### src/pkg/rci_pkg.sv
package rci_pkg;

	// ************************************************
	// Clock and timing
	// ************************************************
	localparam int CLK_HZ = 125000000;
	localparam int CLK_PERIOD_PS = 8000;
	localparam int BAUD_LOW = 921600;
	localparam int BAUD_HIGH = 4000000;
	localparam logic [15:0] DIV_RST = 16'(CLK_HZ / BAUD_LOW);
	localparam logic [15:0] DIV_MIN = 16'(CLK_HZ / BAUD_HIGH);
	localparam int T_GAP_MIN_PS = 25000;
	localparam int T_GAP_MIN_CYC = (T_GAP_MIN_PS + CLK_PERIOD_PS - 1) / CLK_PERIOD_PS;
	localparam int T_SAMPLE_MAX_US = 100;
	localparam int T_SAMPLE_MAX_CYC = T_SAMPLE_MAX_US * 1000000 / CLK_PERIOD_PS;
	localparam int T3_MIN_PS = 100000;
	localparam int T3_CYC = (T3_MIN_PS + CLK_PERIOD_PS - 1) / CLK_PERIOD_PS;
	localparam int T6_MIN_PS = 100000;
	localparam int T6_CYC = (T6_MIN_PS + CLK_PERIOD_PS - 1) / CLK_PERIOD_PS;

	// ************************************************
	// Register map
	// ************************************************
	localparam logic [7:0] ADDR_CFG = 8'h00;
	localparam logic [7:0] ADDR_T1 = 8'h04;
	localparam logic [7:0] ADDR_T8 = 8'h08;
	localparam logic [7:0] ADDR_T2 = 8'h0C;
	localparam logic [7:0] ADDR_CMD = 8'h10;
	localparam logic [7:0] ADDR_STAT = 8'h14;
	localparam int CFG_DIV_LSB = 0;
	localparam int CFG_TXPRI_LSB = 16;
	localparam int CFG_RXPRI_LSB = 18;
	localparam int CFG_TWOPRI_BIT = 20;
	localparam int CFG_TRPRI_BIT = 21;
	localparam int CFG_LOCPRI_LSB = 22;
	localparam int CMD_RESEND_BIT = 0;
	localparam logic [13:0] T1_RST = 14'h0000;
	localparam logic [13:0] TGAP_RST = 14'(T_GAP_MIN_CYC);

	// ************************************************
	// Message format
	// ************************************************
	localparam int TYPE_LSB = 0;
	localparam int PAY_LSB = 3;
	localparam logic [2:0] MSG_REALTIME = 3'h0;
	localparam logic [2:0] MSG_TRANSPORT = 3'h1;
	localparam logic [2:0] MSG_INACTIVE = 3'h3;
	localparam logic [2:0] MSG_SCANFREQ = 3'h5;
	localparam logic [2:0] MSG_VENDOR = 3'h7;

	// External radio request as decoded from the link
	typedef struct packed {
		logic frame_sync;
		logic rx_req;
		logic tx_req;
		logic [1:0] pattern;
		logic [1:0] tx_pri;
		logic [1:0] rx_pri;
	} rci_ext_req_s;

	// Discrete handshake sequencer
	typedef enum logic [2:0] {
		PTA_IDLE = 3'b000,
		PTA_WAIT_P0 = 3'b001,
		PTA_WAIT_P1 = 3'b010,
		PTA_WAIT_TR = 3'b011,
		PTA_DECIDE = 3'b100,
		PTA_GRANT = 3'b101,
		PTA_RELEASE = 3'b110
	} rci_pta_e;

endpackage

### src/hw/rci_uart_tx.sv
`timescale 1ns/10ps
`default_nettype none
module rci_uart_tx
	import rci_pkg::*;
(
	input wire logic i_clk, // System clock
	input wire logic i_arst_n, // Async reset, active low
	input wire logic [15:0] i_div, // Clocks per bit
	input wire logic i_valid, // Byte offered
	input wire logic [7:0] i_data, // Byte to send
	output logic o_ready, // Idle, byte taken when valid
	output logic o_line // Serial line, idles high
);

	// ************************************************
	// Shifter
	// ************************************************
	logic [8:0] shift_q; // Data then stop bit
	logic [3:0] bits_q; // Bits shifted so far
	logic [15:0] cnt_q; // Bit period counter
	logic busy_q; // Frame in progress
	logic line_q; // Line driver

	assign o_ready = ~busy_q;
	assign o_line = line_q;

	// Start bit, eight data bits LSB first, one stop bit
	always_ff @(posedge i_clk or negedge i_arst_n) begin
		if (!i_arst_n) begin
			shift_q <= 9'h1FF;
			bits_q <= 4'h0;
			cnt_q <= 16'h0000;
			busy_q <= 1'b0;
			line_q <= 1'b1;
		end else if (!busy_q) begin
			if (i_valid) begin // Load and drive start bit
				shift_q <= {1'b1, i_data};
				bits_q <= 4'h0;
				cnt_q <= 16'h0000;
				busy_q <= 1'b1;
				line_q <= 1'b0;
			end
		end else if (cnt_q >= i_div - 16'h0001) begin
			cnt_q <= 16'h0000;
			if (bits_q == 4'h9) begin // Stop bit done
				busy_q <= 1'b0;
			end else begin
				line_q <= shift_q[0];
				shift_q <= {1'b1, shift_q[8:1]};
				bits_q <= bits_q + 4'h1;
			end
		end else begin
			cnt_q <= cnt_q + 16'h0001;
		end
	end
endmodule
`default_nettype wire

### src/hw/rci_uart_rx.sv
`timescale 1ns/10ps
`default_nettype none
module rci_uart_rx
	import rci_pkg::*;
(
	input wire logic i_clk, // System clock
	input wire logic i_arst_n, // Async reset, active low
	input wire logic [15:0] i_div, // Clocks per bit
	input wire logic i_line, // Serial line from pin
	output logic o_valid, // One-cycle byte strobe
	output logic [7:0] o_data // Received byte
);

	// ************************************************
	// Receiver
	// ************************************************
	logic sync1_q; // First synchroniser stage
	logic sync2_q; // Second synchroniser stage
	logic busy_q; // Frame in progress
	logic [3:0] bits_q; // 0 start, 1-8 data, 9 stop
	logic [15:0] cnt_q; // Counts down to sample point
	logic [7:0] shift_q; // Data assembly
	logic valid_q; // Byte strobe
	logic [7:0] data_q; // Byte output

	assign o_valid = valid_q;
	assign o_data = data_q;

	// Two flops before the line is looked at
	always_ff @(posedge i_clk or negedge i_arst_n) begin
		if (!i_arst_n) begin
			sync1_q <= 1'b1;
			sync2_q <= 1'b1;
		end else begin
			sync1_q <= i_line;
			sync2_q <= sync1_q;
		end
	end

	// Mid-bit sampling; bad start or stop drops the byte
	always_ff @(posedge i_clk or negedge i_arst_n) begin
		if (!i_arst_n) begin
			busy_q <= 1'b0;
			bits_q <= 4'h0;
			cnt_q <= 16'h0000;
			shift_q <= 8'h00;
			valid_q <= 1'b0;
			data_q <= 8'h00;
		end else begin
			valid_q <= 1'b0;
			if (!busy_q) begin
				if (!sync2_q) begin // Falling edge: start
					busy_q <= 1'b1;
					bits_q <= 4'h0;
					cnt_q <= {1'b0, i_div[15:1]};
				end
			end else if (cnt_q != 16'h0000) begin
				cnt_q <= cnt_q - 16'h0001;
			end else begin
				cnt_q <= i_div - 16'h0001;
				bits_q <= bits_q + 4'h1;
				if (bits_q == 4'h0) begin // Glitch check
					busy_q <= ~sync2_q;
				end else if (bits_q == 4'h9) begin // Stop bit
					busy_q <= 1'b0;
					valid_q <= sync2_q;
					data_q <= shift_q;
				end else begin // LSB arrives first
					shift_q <= {sync2_q, shift_q[7:1]};
				end
			end
		end
	end
endmodule
`default_nettype wire

### src/hw/rci_top.sv
`timescale 1ns/10ps
`default_nettype none
module rci_top
	import rci_pkg::*;
#(
	parameter int P_SAMPLE_MAX_CYC = T_SAMPLE_MAX_CYC // Longest sample delay
)
(
	input wire logic i_clk, // 125 MHz clock
	input wire logic i_arst_n, // Async reset, active low
	input wire logic [7:0] paddr, // APB address
	input wire logic psel, // APB select
	input wire logic penable, // APB enable
	input wire logic pwrite, // APB write
	input wire logic [31:0] pwdata, // APB write data
	output logic [31:0] prdata, // APB read data
	output logic pready, // APB ready
	output logic pslverr, // APB error
	input wire logic i_serial_in_line, // Message link in
	output logic o_serial_out_line, // Message link out
	input wire logic i_pta_request, // Discrete request pin
	input wire logic i_pta_priority, // Discrete priority pin
	input wire logic i_pta_state, // Discrete state pin
	output logic o_grant, // Discrete grant pin
	input wire logic [3:0] i_local_activity, // Arbiter winners
	input wire logic i_wake, // Wake-up pulse
	output rci_ext_req_s o_ext_req // Link request to arbiter
);

	// ************************************************
	// Helpers
	// ************************************************
	// Mapped register check, used by the error path
	function automatic logic reg_hit(input logic [7:0] a);
		reg_hit = (a == ADDR_CFG) || (a == ADDR_T1) || (a == ADDR_T8) ||
			(a == ADDR_T2) || (a == ADDR_CMD) || (a == ADDR_STAT);
	endfunction

	// Keep a programmed delay inside its legal window
	function automatic logic [13:0] clamp_t(input logic [13:0] v,
		input logic [13:0] lo, input logic [13:0] hi);
		clamp_t = (v < lo) ? lo : ((v > hi) ? hi : v);
	endfunction

	// ************************************************
	// Declarations
	// ************************************************
	logic [15:0] cfg_div_q; // Clocks per bit
	logic [1:0] dflt_txpri_q; // Fallback tx priority
	logic [1:0] dflt_rxpri_q; // Fallback rx priority
	logic two_pri_q; // Two priority bits on pin
	logic tr_on_pri_q; // Tx/Rx info on priority pin
	logic [1:0] loc_pri_q; // Priority of own traffic
	logic [13:0] t1_q; // First sample delay
	logic [13:0] t8_q; // Second bit gap
	logic [13:0] t2_q; // Tx/Rx info gap
	logic pready_q; // APB answer
	logic pslverr_q; // APB error answer
	logic [31:0] prdata_q; // APB read data
	logic [31:0] rd_val; // Read mux
	logic apb_acc; // First access cycle
	logic wr_en; // Write commits
	logic [2:0] pin_raw; // Pins before sync
	logic [2:0] pin_m_q; // First sync stage
	logic [2:0] pin_s_q; // Second sync stage
	logic req_s; // Synced request
	logic pri_s; // Synced priority
	logic state_s; // Synced state
	rci_pta_e state_q; // Handshake sequencer
	logic [13:0] cnt_q; // Delay counter
	logic [13:0] tgt; // Current delay target
	logic cnt_hit; // Delay reached
	logic [2:0] info_q; // {tx/rx, pri1, pri0}
	logic [1:0] pta_pri; // Collected priority
	logic allow; // Arbiter lets ext radio in
	logic grant_q; // Grant driver
	logic rx_valid; // Byte received
	logic [7:0] rx_data; // Received byte
	logic [4:0] rx_pay; // Received payload
	rci_ext_req_s ext_q; // Decoded link request
	logic last_rt_q; // Previous byte was type 0
	logic [4:0] inact_q; // Inactivity duration
	logic [4:0] scan_q; // Scan frequency code
	logic resend_q; // Resend request pending
	logic [3:0] act_sent_q; // Activity last reported
	logic tx_valid; // Byte to send
	logic [7:0] tx_data; // Byte contents
	logic tx_ready; // Transmitter idle
	logic tx_fire; // Byte handed over

	// ************************************************
	// APB slave
	// ************************************************
	assign apb_acc = psel & penable & ~pready_q;
	assign wr_en = psel & penable & pready_q & pwrite;
	assign prdata = prdata_q;
	assign pready = pready_q;
	assign pslverr = pslverr_q;

	// Read mux; unmapped reads zero
	always_comb begin
		unique case (paddr)
			ADDR_CFG: rd_val = {8'h00, loc_pri_q, tr_on_pri_q, two_pri_q,
				dflt_rxpri_q, dflt_txpri_q, cfg_div_q};
			ADDR_T1: rd_val = {18'h00000, t1_q};
			ADDR_T8: rd_val = {18'h00000, t8_q};
			ADDR_T2: rd_val = {18'h00000, t2_q};
			ADDR_STAT: rd_val = {14'h0000, info_q, grant_q, act_sent_q, scan_q, inact_q};
			default: rd_val = 32'h00000000;
		endcase
	end

	// One wait state, then answer for one cycle
	always_ff @(posedge i_clk or negedge i_arst_n) begin
		if (!i_arst_n) begin
			pready_q <= 1'b0;
			pslverr_q <= 1'b0;
			prdata_q <= 32'h00000000;
		end else begin
			pready_q <= apb_acc;
			pslverr_q <= apb_acc & ~reg_hit(paddr);
			prdata_q <= (apb_acc & ~pwrite) ? rd_val : 32'h00000000;
		end
	end

	// Configuration writes
	always_ff @(posedge i_clk or negedge i_arst_n) begin
		if (!i_arst_n) begin
			cfg_div_q <= DIV_RST;
			dflt_txpri_q <= 2'h0;
			dflt_rxpri_q <= 2'h0;
			two_pri_q <= 1'b0;
			tr_on_pri_q <= 1'b0;
			loc_pri_q <= 2'h0;
			t1_q <= T1_RST;
			t8_q <= TGAP_RST;
			t2_q <= TGAP_RST;
		end else if (wr_en) begin
			unique case (paddr)
				ADDR_CFG: begin
					cfg_div_q <= (pwdata[15:0] < DIV_MIN) ? DIV_MIN : pwdata[15:0];
					dflt_txpri_q <= pwdata[CFG_TXPRI_LSB +: 2];
					dflt_rxpri_q <= pwdata[CFG_RXPRI_LSB +: 2];
					two_pri_q <= pwdata[CFG_TWOPRI_BIT];
					tr_on_pri_q <= pwdata[CFG_TRPRI_BIT];
					loc_pri_q <= pwdata[CFG_LOCPRI_LSB +: 2];
				end
				ADDR_T1: t1_q <= pwdata[13:0];
				ADDR_T8: t8_q <= pwdata[13:0];
				ADDR_T2: t2_q <= pwdata[13:0];
				default: begin
				end
			endcase
		end
	end

	// ************************************************
	// Message link receive side
	// ************************************************
	rci_uart_rx u_rx (
		.i_clk(i_clk),
		.i_arst_n(i_arst_n),
		.i_div(cfg_div_q),
		.i_line(i_serial_in_line),
		.o_valid(rx_valid),
		.o_data(rx_data)
	);

	assign rx_pay = rx_data[PAY_LSB +: 5];
	assign o_ext_req = ext_q;

	// Request and priority decode
	always_ff @(posedge i_clk or negedge i_arst_n) begin
		if (!i_arst_n) begin
			ext_q <= '0;
			last_rt_q <= 1'b0;
		end else if (rx_valid) begin
			last_rt_q <= (rx_data[TYPE_LSB +: 3] == MSG_REALTIME);
			if (rx_data[TYPE_LSB +: 3] == MSG_REALTIME) begin
				ext_q.frame_sync <= rx_pay[0];
				ext_q.rx_req <= rx_pay[1];
				ext_q.tx_req <= rx_pay[2];
				ext_q.pattern <= rx_pay[4:3];
				ext_q.tx_pri <= dflt_txpri_q;
				ext_q.rx_pri <= dflt_rxpri_q;
			end else if (rx_data[TYPE_LSB +: 3] == MSG_VENDOR && last_rt_q && !rx_pay[0]) begin
				ext_q.tx_pri <= rx_pay[2:1];
				ext_q.rx_pri <= rx_pay[4:3];
			end
		end
	end

	// Inactivity and scan frequency records
	always_ff @(posedge i_clk or negedge i_arst_n) begin
		if (!i_arst_n) begin
			inact_q <= 5'h00;
			scan_q <= 5'h00;
		end else if (rx_valid) begin
			if (rx_data[TYPE_LSB +: 3] == MSG_INACTIVE) begin
				inact_q <= rx_pay;
			end
			if (rx_data[TYPE_LSB +: 3] == MSG_SCANFREQ) begin
				scan_q <= rx_pay;
			end
		end
	end

	// ************************************************
	// Message link transmit side
	// ************************************************
	// Resend request first, then any activity change
	always_comb begin
		tx_valid = resend_q | (i_local_activity != act_sent_q);
		if (resend_q) begin
			tx_data = {4'h0, 1'b1, MSG_TRANSPORT};
		end else begin
			tx_data = {1'b0, i_local_activity, MSG_REALTIME};
		end
	end
	assign tx_fire = tx_valid & tx_ready;

	// Pending resend: a new wake beats the clear
	always_ff @(posedge i_clk or negedge i_arst_n) begin
		if (!i_arst_n) begin
			resend_q <= 1'b0;
		end else if (i_wake || (wr_en && paddr == ADDR_CMD && pwdata[CMD_RESEND_BIT])) begin
			resend_q <= 1'b1;
		end else if (tx_fire) begin
			resend_q <= 1'b0;
		end
	end

	// Last reported activity
	always_ff @(posedge i_clk or negedge i_arst_n) begin
		if (!i_arst_n) begin
			act_sent_q <= 4'h0;
		end else if (tx_fire && !resend_q) begin
			act_sent_q <= i_local_activity;
		end
	end

	rci_uart_tx u_tx (
		.i_clk(i_clk),
		.i_arst_n(i_arst_n),
		.i_div(cfg_div_q),
		.i_valid(tx_valid),
		.i_data(tx_data),
		.o_ready(tx_ready),
		.o_line(o_serial_out_line)
	);

	// ************************************************
	// Discrete handshake
	// ************************************************
	assign pin_raw = {i_pta_state, i_pta_priority, i_pta_request};
	assign req_s = pin_s_q[0];
	assign pri_s = pin_s_q[1];
	assign state_s = pin_s_q[2];

	// Two-flop synchroniser per pin
	for (genvar g = 0; g < 3; g++) begin : g_sync
		always_ff @(posedge i_clk or negedge i_arst_n) begin
			if (!i_arst_n) begin
				pin_m_q[g] <= 1'b0;
				pin_s_q[g] <= 1'b0;
			end else begin
				pin_m_q[g] <= pin_raw[g];
				pin_s_q[g] <= pin_m_q[g];
			end
		end
	end

	// Delay target of the current state
	always_comb begin
		unique case (state_q)
			PTA_WAIT_P0: tgt = clamp_t(t1_q, 14'h0000, 14'(P_SAMPLE_MAX_CYC));
			PTA_WAIT_P1: tgt = clamp_t(t8_q, TGAP_RST, 14'(P_SAMPLE_MAX_CYC)) - 14'h0001;
			PTA_WAIT_TR: tgt = clamp_t(t2_q, TGAP_RST, 14'(P_SAMPLE_MAX_CYC)) - 14'h0001;
			PTA_DECIDE: tgt = 14'(T3_CYC - 1);
			PTA_RELEASE: tgt = 14'(T6_CYC - 1);
			default: tgt = 14'h0000;
		endcase
	end
	assign cnt_hit = (cnt_q == tgt);

	// Sequencer: sample, decide, hold, release
	always_ff @(posedge i_clk or negedge i_arst_n) begin
		if (!i_arst_n) begin
			state_q <= PTA_IDLE;
			cnt_q <= 14'h0000;
		end else if (!req_s && state_q != PTA_IDLE && state_q != PTA_RELEASE) begin
			state_q <= PTA_RELEASE;
			cnt_q <= 14'h0000;
		end else if (state_q == PTA_IDLE || state_q == PTA_GRANT || !cnt_hit) begin
			cnt_q <= (state_q == PTA_IDLE || state_q == PTA_GRANT) ? 14'h0000 : cnt_q + 14'h0001;
			if (state_q == PTA_IDLE && req_s) begin
				state_q <= PTA_WAIT_P0;
			end
		end else begin
			cnt_q <= 14'h0000;
			unique case (state_q)
				PTA_WAIT_P0: state_q <= two_pri_q ? PTA_WAIT_P1 :
					(tr_on_pri_q ? PTA_WAIT_TR : PTA_DECIDE);
				PTA_WAIT_P1: state_q <= tr_on_pri_q ? PTA_WAIT_TR : PTA_DECIDE;
				PTA_WAIT_TR: state_q <= PTA_DECIDE;
				PTA_DECIDE: state_q <= PTA_GRANT;
				default: state_q <= PTA_IDLE;
			endcase
		end
	end

	// Priority and tx/rx capture
	always_ff @(posedge i_clk or negedge i_arst_n) begin
		if (!i_arst_n) begin
			info_q <= 3'h0;
		end else if (req_s && cnt_hit) begin
			if (state_q == PTA_WAIT_P0) begin
				info_q[0] <= pri_s;
				info_q[1] <= 1'b0;
				if (!tr_on_pri_q) begin // Parallel variant uses state pin
					info_q[2] <= state_s;
				end
			end else if (state_q == PTA_WAIT_P1) begin
				info_q[1] <= pri_s;
			end else if (state_q == PTA_WAIT_TR) begin
				info_q[2] <= pri_s;
			end
		end
	end

	// Grant policy: higher priority than own traffic, or medium free
	assign pta_pri = two_pri_q ? {info_q[1], info_q[0]} : {1'b0, info_q[0]};
	assign allow = (pta_pri > loc_pri_q) || (i_local_activity == 4'h0);
	assign o_grant = grant_q;

	// Grant driver with preemption
	always_ff @(posedge i_clk or negedge i_arst_n) begin
		if (!i_arst_n) begin
			grant_q <= 1'b0;
		end else if ((state_q == PTA_DECIDE && cnt_hit && req_s) ||
			(state_q == PTA_GRANT && req_s)) begin
			grant_q <= allow;
		end else if (state_q == PTA_IDLE || (state_q == PTA_RELEASE && cnt_hit)) begin
			grant_q <= 1'b0;
		end
	end
endmodule
`default_nettype wire

### config.mk
export PLATFORM = sky130hd
export DESIGN_NAME = rci_top
export DESIGN_NICKNAME = d
export VERILOG_FILES = /design/src/pkg/rci_pkg.sv /design/src/hw/rci_uart_tx.sv /design/src/hw/rci_uart_rx.sv /design/src/hw/rci_top.sv
export SDC_FILE = /design/constraint.sdc
export NUM_CORES = 1
export LEC_CHECK = 0
export ABC_AREA = 1
export BUFFER_PORTS_ARGS = -buffer_cell sky130_fd_sc_hd__buf_2
export CORE_UTILIZATION = 60
export CTS_BUF_LIST = sky130_fd_sc_hd__clkbuf_16
export CTS_CLUSTER_DIAMETER = 120
export DETAILED_ROUTE_END_ITERATION = 6
export HOLD_SLACK_MARGIN = 0.12
export PLACE_DENSITY_LB_ADDON = 0.2
export SLEW_MARGIN = 20
export SYNTH_ARGS = -nofsm -noshare
export SYNTH_HDL_FRONTEND = slang
export SYNTH_SLANG_ARGS = --single-unit
### constraint.sdc
create_clock -name i_clk -period 6.1 [get_ports i_clk]
set_input_delay 0.61 -clock i_clk [delete_from_list [all_inputs] [get_ports i_clk]]
set_output_delay 0.61 -clock i_clk [all_outputs]
set_load 0.02 [all_outputs]
Word level (Yosys, flattened, before mapping)
Index checks and enable logic that the tools add are counted. W data, S select, Z words.

Input port bits: 54. Register bits: 223. Logic and storage cells: 230.

Magnitude comparators: 9. Muxes and demuxes: 66. $add $sub $neg: 8. Reduce and logical (&&, ||, !) cells: 57. Bitwise logic cells: 16. Equality and inequality tests: 26.

Operators by type and width (count): $mux W14 (9); $pmux W24 S5 (1); $mux W16 (7); $pmux W14 S4 (1); $gt A14 B14 Y1 const B (3); $mux W4 (9); $mux W9 (4); $mux W32 (1); $sub A16 B1 Y16 const B (2); $lt A14 B3 Y1 const B (2); $sub A14 B1 Y14 const B (2); $mux W1 (25); $reduce_and A2 Y1 (11); $add A16 B1 Y16 const B (1); $eq A8 B4 Y1 const B (2); $eq A8 B5 Y1 const B (2); $ge A16 B16 Y1 (1); $lt A16 B5 Y1 const B (1); $reduce_bool A16 Y1 (1); $eq A3 B3 Y1 const B (5); $mux W3 (5); $add A14 B1 Y14 const B (1); $eq A14 B14 Y1 (1); $lt A14 B1 Y1 const B (1); 27 further kinds (84).

Depth between registers and ports, before layout
Word-level depth: 10. Mapped depth: 27. Gate-level depth less buffers: 27.

By module
Synthesis repeated with hierarchy kept, for this count alone.

Cells, all modules: 1686. Area total of the unflattened synthesis: 12798.5 µm².

By module, submodules not included: rci_top (cells an instance 1028, times used 1, area an instance 8055.2 µm²); rci_uart_rx (cells an instance 326, times used 1, area an instance 2403.6 µm²); rci_uart_tx (cells an instance 332, times used 1, area an instance 2339.7 µm²).

Least setup slack after synthesis
Ideal clock, no wire load.

Path type: reg2reg. Start: register cfg_div_q[0]. End: register u_tx.line_q (netlist: u_tx.o_line). Period minus slack after synthesis: 3878 ps. Data arrival time: 3799 ps. Required time: 6021 ps. Buffers on the path: 0. Cell stages (with the launch flop): 24. Path slack: 2222 ps. Cells stage by stage: dfstp_2 > inv_1 > nand3_1 > nor3_1 > nand3_1 > nor3_1 > inv_1 > nor2_1 > inv_1 > nor3_1 > nand3_1 > xor2_1 > ha_1 > nand2_1 > a21oi_1 > a211oi_1 > o21ai_0 > a311oi_1 > nand2_1 > nand2_1 > clkinv_1 > nand2_1 > inv_1 > a22o_1.

Word-level cells in the longest chain between the ends: 4.

Ends and longest elaborated chain: start, declared (line rci_top.sv:48) `logic [15:0] cfg_div_q;`; start signal, assigned (line rci_top.sv:141) `cfg_div_q <= (pwdata[15:0] < DIV_MIN) ? DIV_MIN : pwdata[15:0];`; $sub A16 B1 Y16 (line rci_uart_tx.sv:43) `end else if (cnt_q >= i_div - 16'h0001) begin`; $ge A16 B16 Y1 (line rci_uart_tx.sv:43); $ne A2 B2 Y1 (no line); $reduce_and A3 Y1 (no line); end signal, assigned (line rci_uart_tx.sv:48) `line_q <= shift_q[0];`; end, declared (line rci_uart_tx.sv:22) `logic line_q;`.

Every way passes these cells. A chain may end at the register's enable or synchronous reset.

Final worst setup path
Same ends and word-level chain as after synthesis.

==> flow_summary.yaml <==
synthesis:
  yosys_register_bits: 214
  yosysSeqAreaShare_pct: 45.3
  synth_cell_types: 52
  synth-main-ff-cell: "dfrtp_1"
  yosys.area.top_type: "dfrtp_1"
  synthCells: 1533
  async_flop_share_pct: 100
  syn_avg_cell_area_um2: 7.75
  synth_commonest_cells: "nand2_1, inv_1, dfrtp_1, nor2_1, o21ai_0"
  netlist_area_um2: 11900
  synth_top_area_share_pct: 41.5
  ys_warn_count: 0
  synth_most_common_cell: "nand2_1"
  synth-edff-count: 0
  synth_area_leaders: "dfrtp_1, nand2_1, inv_1"
die:
  die-area_um2: 20400
  ios: 99
  dieWidth_um: 143
  rows: 51
  coreArea_um2: 19500
  start_util_pct: 61.0
  die_h_um: 143
min_path:
  min_from: "i_pta_state"
  hold_path_class: "input port to flip-flop"
run:
  maxCapViolations: 0
finish:
  fillCellCount: 1649
  final_cells: 1896
  areaGrowthSynthToFinish_pct: 12.3
  multiInputGateArea_um2: 5510
  nets: 1695
  antenna_cells: 0
  final_area_um2: 13300
  drive_gt1_share_pct: 12.8
  seq_area_um2: 5380
drt:
  routed_wl_mm: 31.8
  ant_nets: 0
  drtIter0Drc: 1043
  drc_errors: 0
  first_pass_iters: 6
  vias: 10700
  via_per_inst: 5.64
  wire_per_inst_um: 16.8
sta:
  rsz0062_at_grt: "false"
  finalHoldViolCount: 0
  post-route-period-util_pct: 87.0
  fin_skew_ps: 11.1
  tns_ps: 0
  fin_crit_ps: 5300
  slew_violations: 0
  fmax_ghz: 0.189
  relSlewSlack_pct: 26.6
  worst_slack_ps: 796
  setup_viol: 0
  whs_ps: 186
  tightest_slew_ps: 1090
place:
  placed_cells: 1849
  postPlaceCellArea_um2: 12500
  dp_slack_ps: 845
  gp_congestion: 0.917
  place.detailed.hpwl_mm: 23.5
  io_buffer_count: 82
worst_setup_path:
  worstPathRequired_ps: 6560
  crit_arrival_ps: 5760
  critPathLaunch: "cfg_div_q[0]$_DFFE_PN1P_"
  worstSetupStartpointType: "flip-flop"
  critPathMaxFanout: 16
  end_kind: "flip-flop"
  timing.rr.start: "cfg_div_q[0]$_DFFE_PN1P_"
  crit_type: "flip-flop to flip-flop"
  worst-r2r-setup-slack_ps: 800
clock_tree:
  cts_tree: "done"
  cts_buffer_depth: 3
  cts_max_level: 1
  numClockSinks: 214
  clkTransAtPathRegs_ps: 60
  clkLatencyLatePin_ps: 530
  cts_root_buf: "clkbuf_16"
  numCtsBuffers: 25
  post_cts_resized: 0
global_route:
  grt_util_all_layers_pct: 32.3
  overflow: 0
  grt_max_degree: 75
  grt_pass1_wl_mm: 51.0
  grt_pass1_vias: 9894
  antenna_found_initial: 0
run_status:
  status: "finished clean"
pwr:
  peakVddDrop_v: 0.000256
  p_leak_uw: 0.00653
  p_per_area_nw_per_um2: 284
-- metrics by stage --
step	utilization, %	power (uW)
after detailed placement	64.0	2220
after global placement	64.0	2210
after CTS	68.5	3800
final	68.5	3780
after floorplan	-	2070
after global routing	68.5	3950
-- per-layer routing --
metal	vias to the layer above	track usage [%]	part of all wire, %	wire [um]
met3	60	6.10	8.9	2840
met4	0	9.00	2.4	748
met5	-	0	0	0
li1	5157	-	-	-
met2	473	49.9	44	14100
met1	4999	46.3	45	14200
-- cell families after synthesis --
kind of cell             count (synthesis)  share of synthesized area [%]
XOR/XNOR                                42                           3.10
AO/OA/AOI/OAI                          252                           12.3
flip-flops                             214                           45.3
buffers and inverters                  253                           8.62
adder cells (fa/ha/maj)                 29                           3.05
multiplexers                             1                         0.0948
other                                    1                         0.0316
AND/OR/NAND/NOR                        741                           27.5
-- critical path, cell delays in order, from the launching register on --
cell and delay (ps):
dfstp_2 370, inv_1 130, nand3_1 130, nor3_1 280, nand3_1 190, nor3_1 240, inv_1 70, nor2_1 120
inv_1 70, nor3_1 220, nand2_1 100, xor2_1 270, ha_1 300, nand2_1 70, a21oi_1 60, a211oi_1 210
o21ai_0 130, a311oi_1 500, nand2_1 490, nand2_1 350, clkinv_1 280, nand2_1 330, inv_1 130, a22o_1 200
-- sequential cells by signal (all words and copies together) (netlist names), 5 cells and up --
name / cells
inact_q: 5
o_ext_req: 9
u_rx.cnt_q: 16
u_tx.cnt_q: 16
t8_q: 14
t1_q: 14
u_rx.o_data: 8
cnt_q: 14
scan_q: 5
prdata: 24
u_rx.shift_q: 8
cfg_div_q: 16
t2_q: 14
u_tx.shift_q: 8
-- cells in the final DEF, fill, tap and decap left out, drive strengths merged, types with 26 or more instances in the layout --
master	n
nand2	400
inv	212
dfrtp	197
nor2	163
o21ai	138
nand3	109
buf	85
nor3	37
xor2	35
a21oi	31
ha	29
clkbuf	26
-- what timing repair did --
action                    CTS  global route
hold buffers                1             0
setup buffers               0             0
hold endpoints to repair    4             0
-- path summary, 6_finish.rpt --
path / end / cells after the start
max in group asynchronous: cnt_q[11]$_DFF_PN0_ / 3
worst max register to register: u_tx.o_line$_DFFE_PN1P_ / 23
worst max-delay path: u_tx.o_line$_DFFE_PN1P_ / 23
min in group asynchronous: u_tx.cnt_q[13]$_DFFE_PN0P_ / 2
worst min-delay path: pin_m_q[2]$_DFF_PN0_ / 1
worst min register to register: state_s$_DFF_PN0_ / 0
-- power by group --
part | switching, uW | internal [uW] | leakage, uW
Clock | 613 | 962 | 0.000421
Sequential | 60.5 | 1490 | 0.00278
Combinational | 461 | 203 | 0.00332
-- area by class of cell --
class | count | share of cell area, %
multi-input cells | 1073 | 41.3
clock buffers | 25 | 4.69
flip-flops and latches | 214 | 40.3
well taps | 265 | 2.49
repair buffers | 87 | 3.44
clock inverters | 21 | 1.81
inverters | 211 | 5.96
Power figures use the tool's default switching activity.
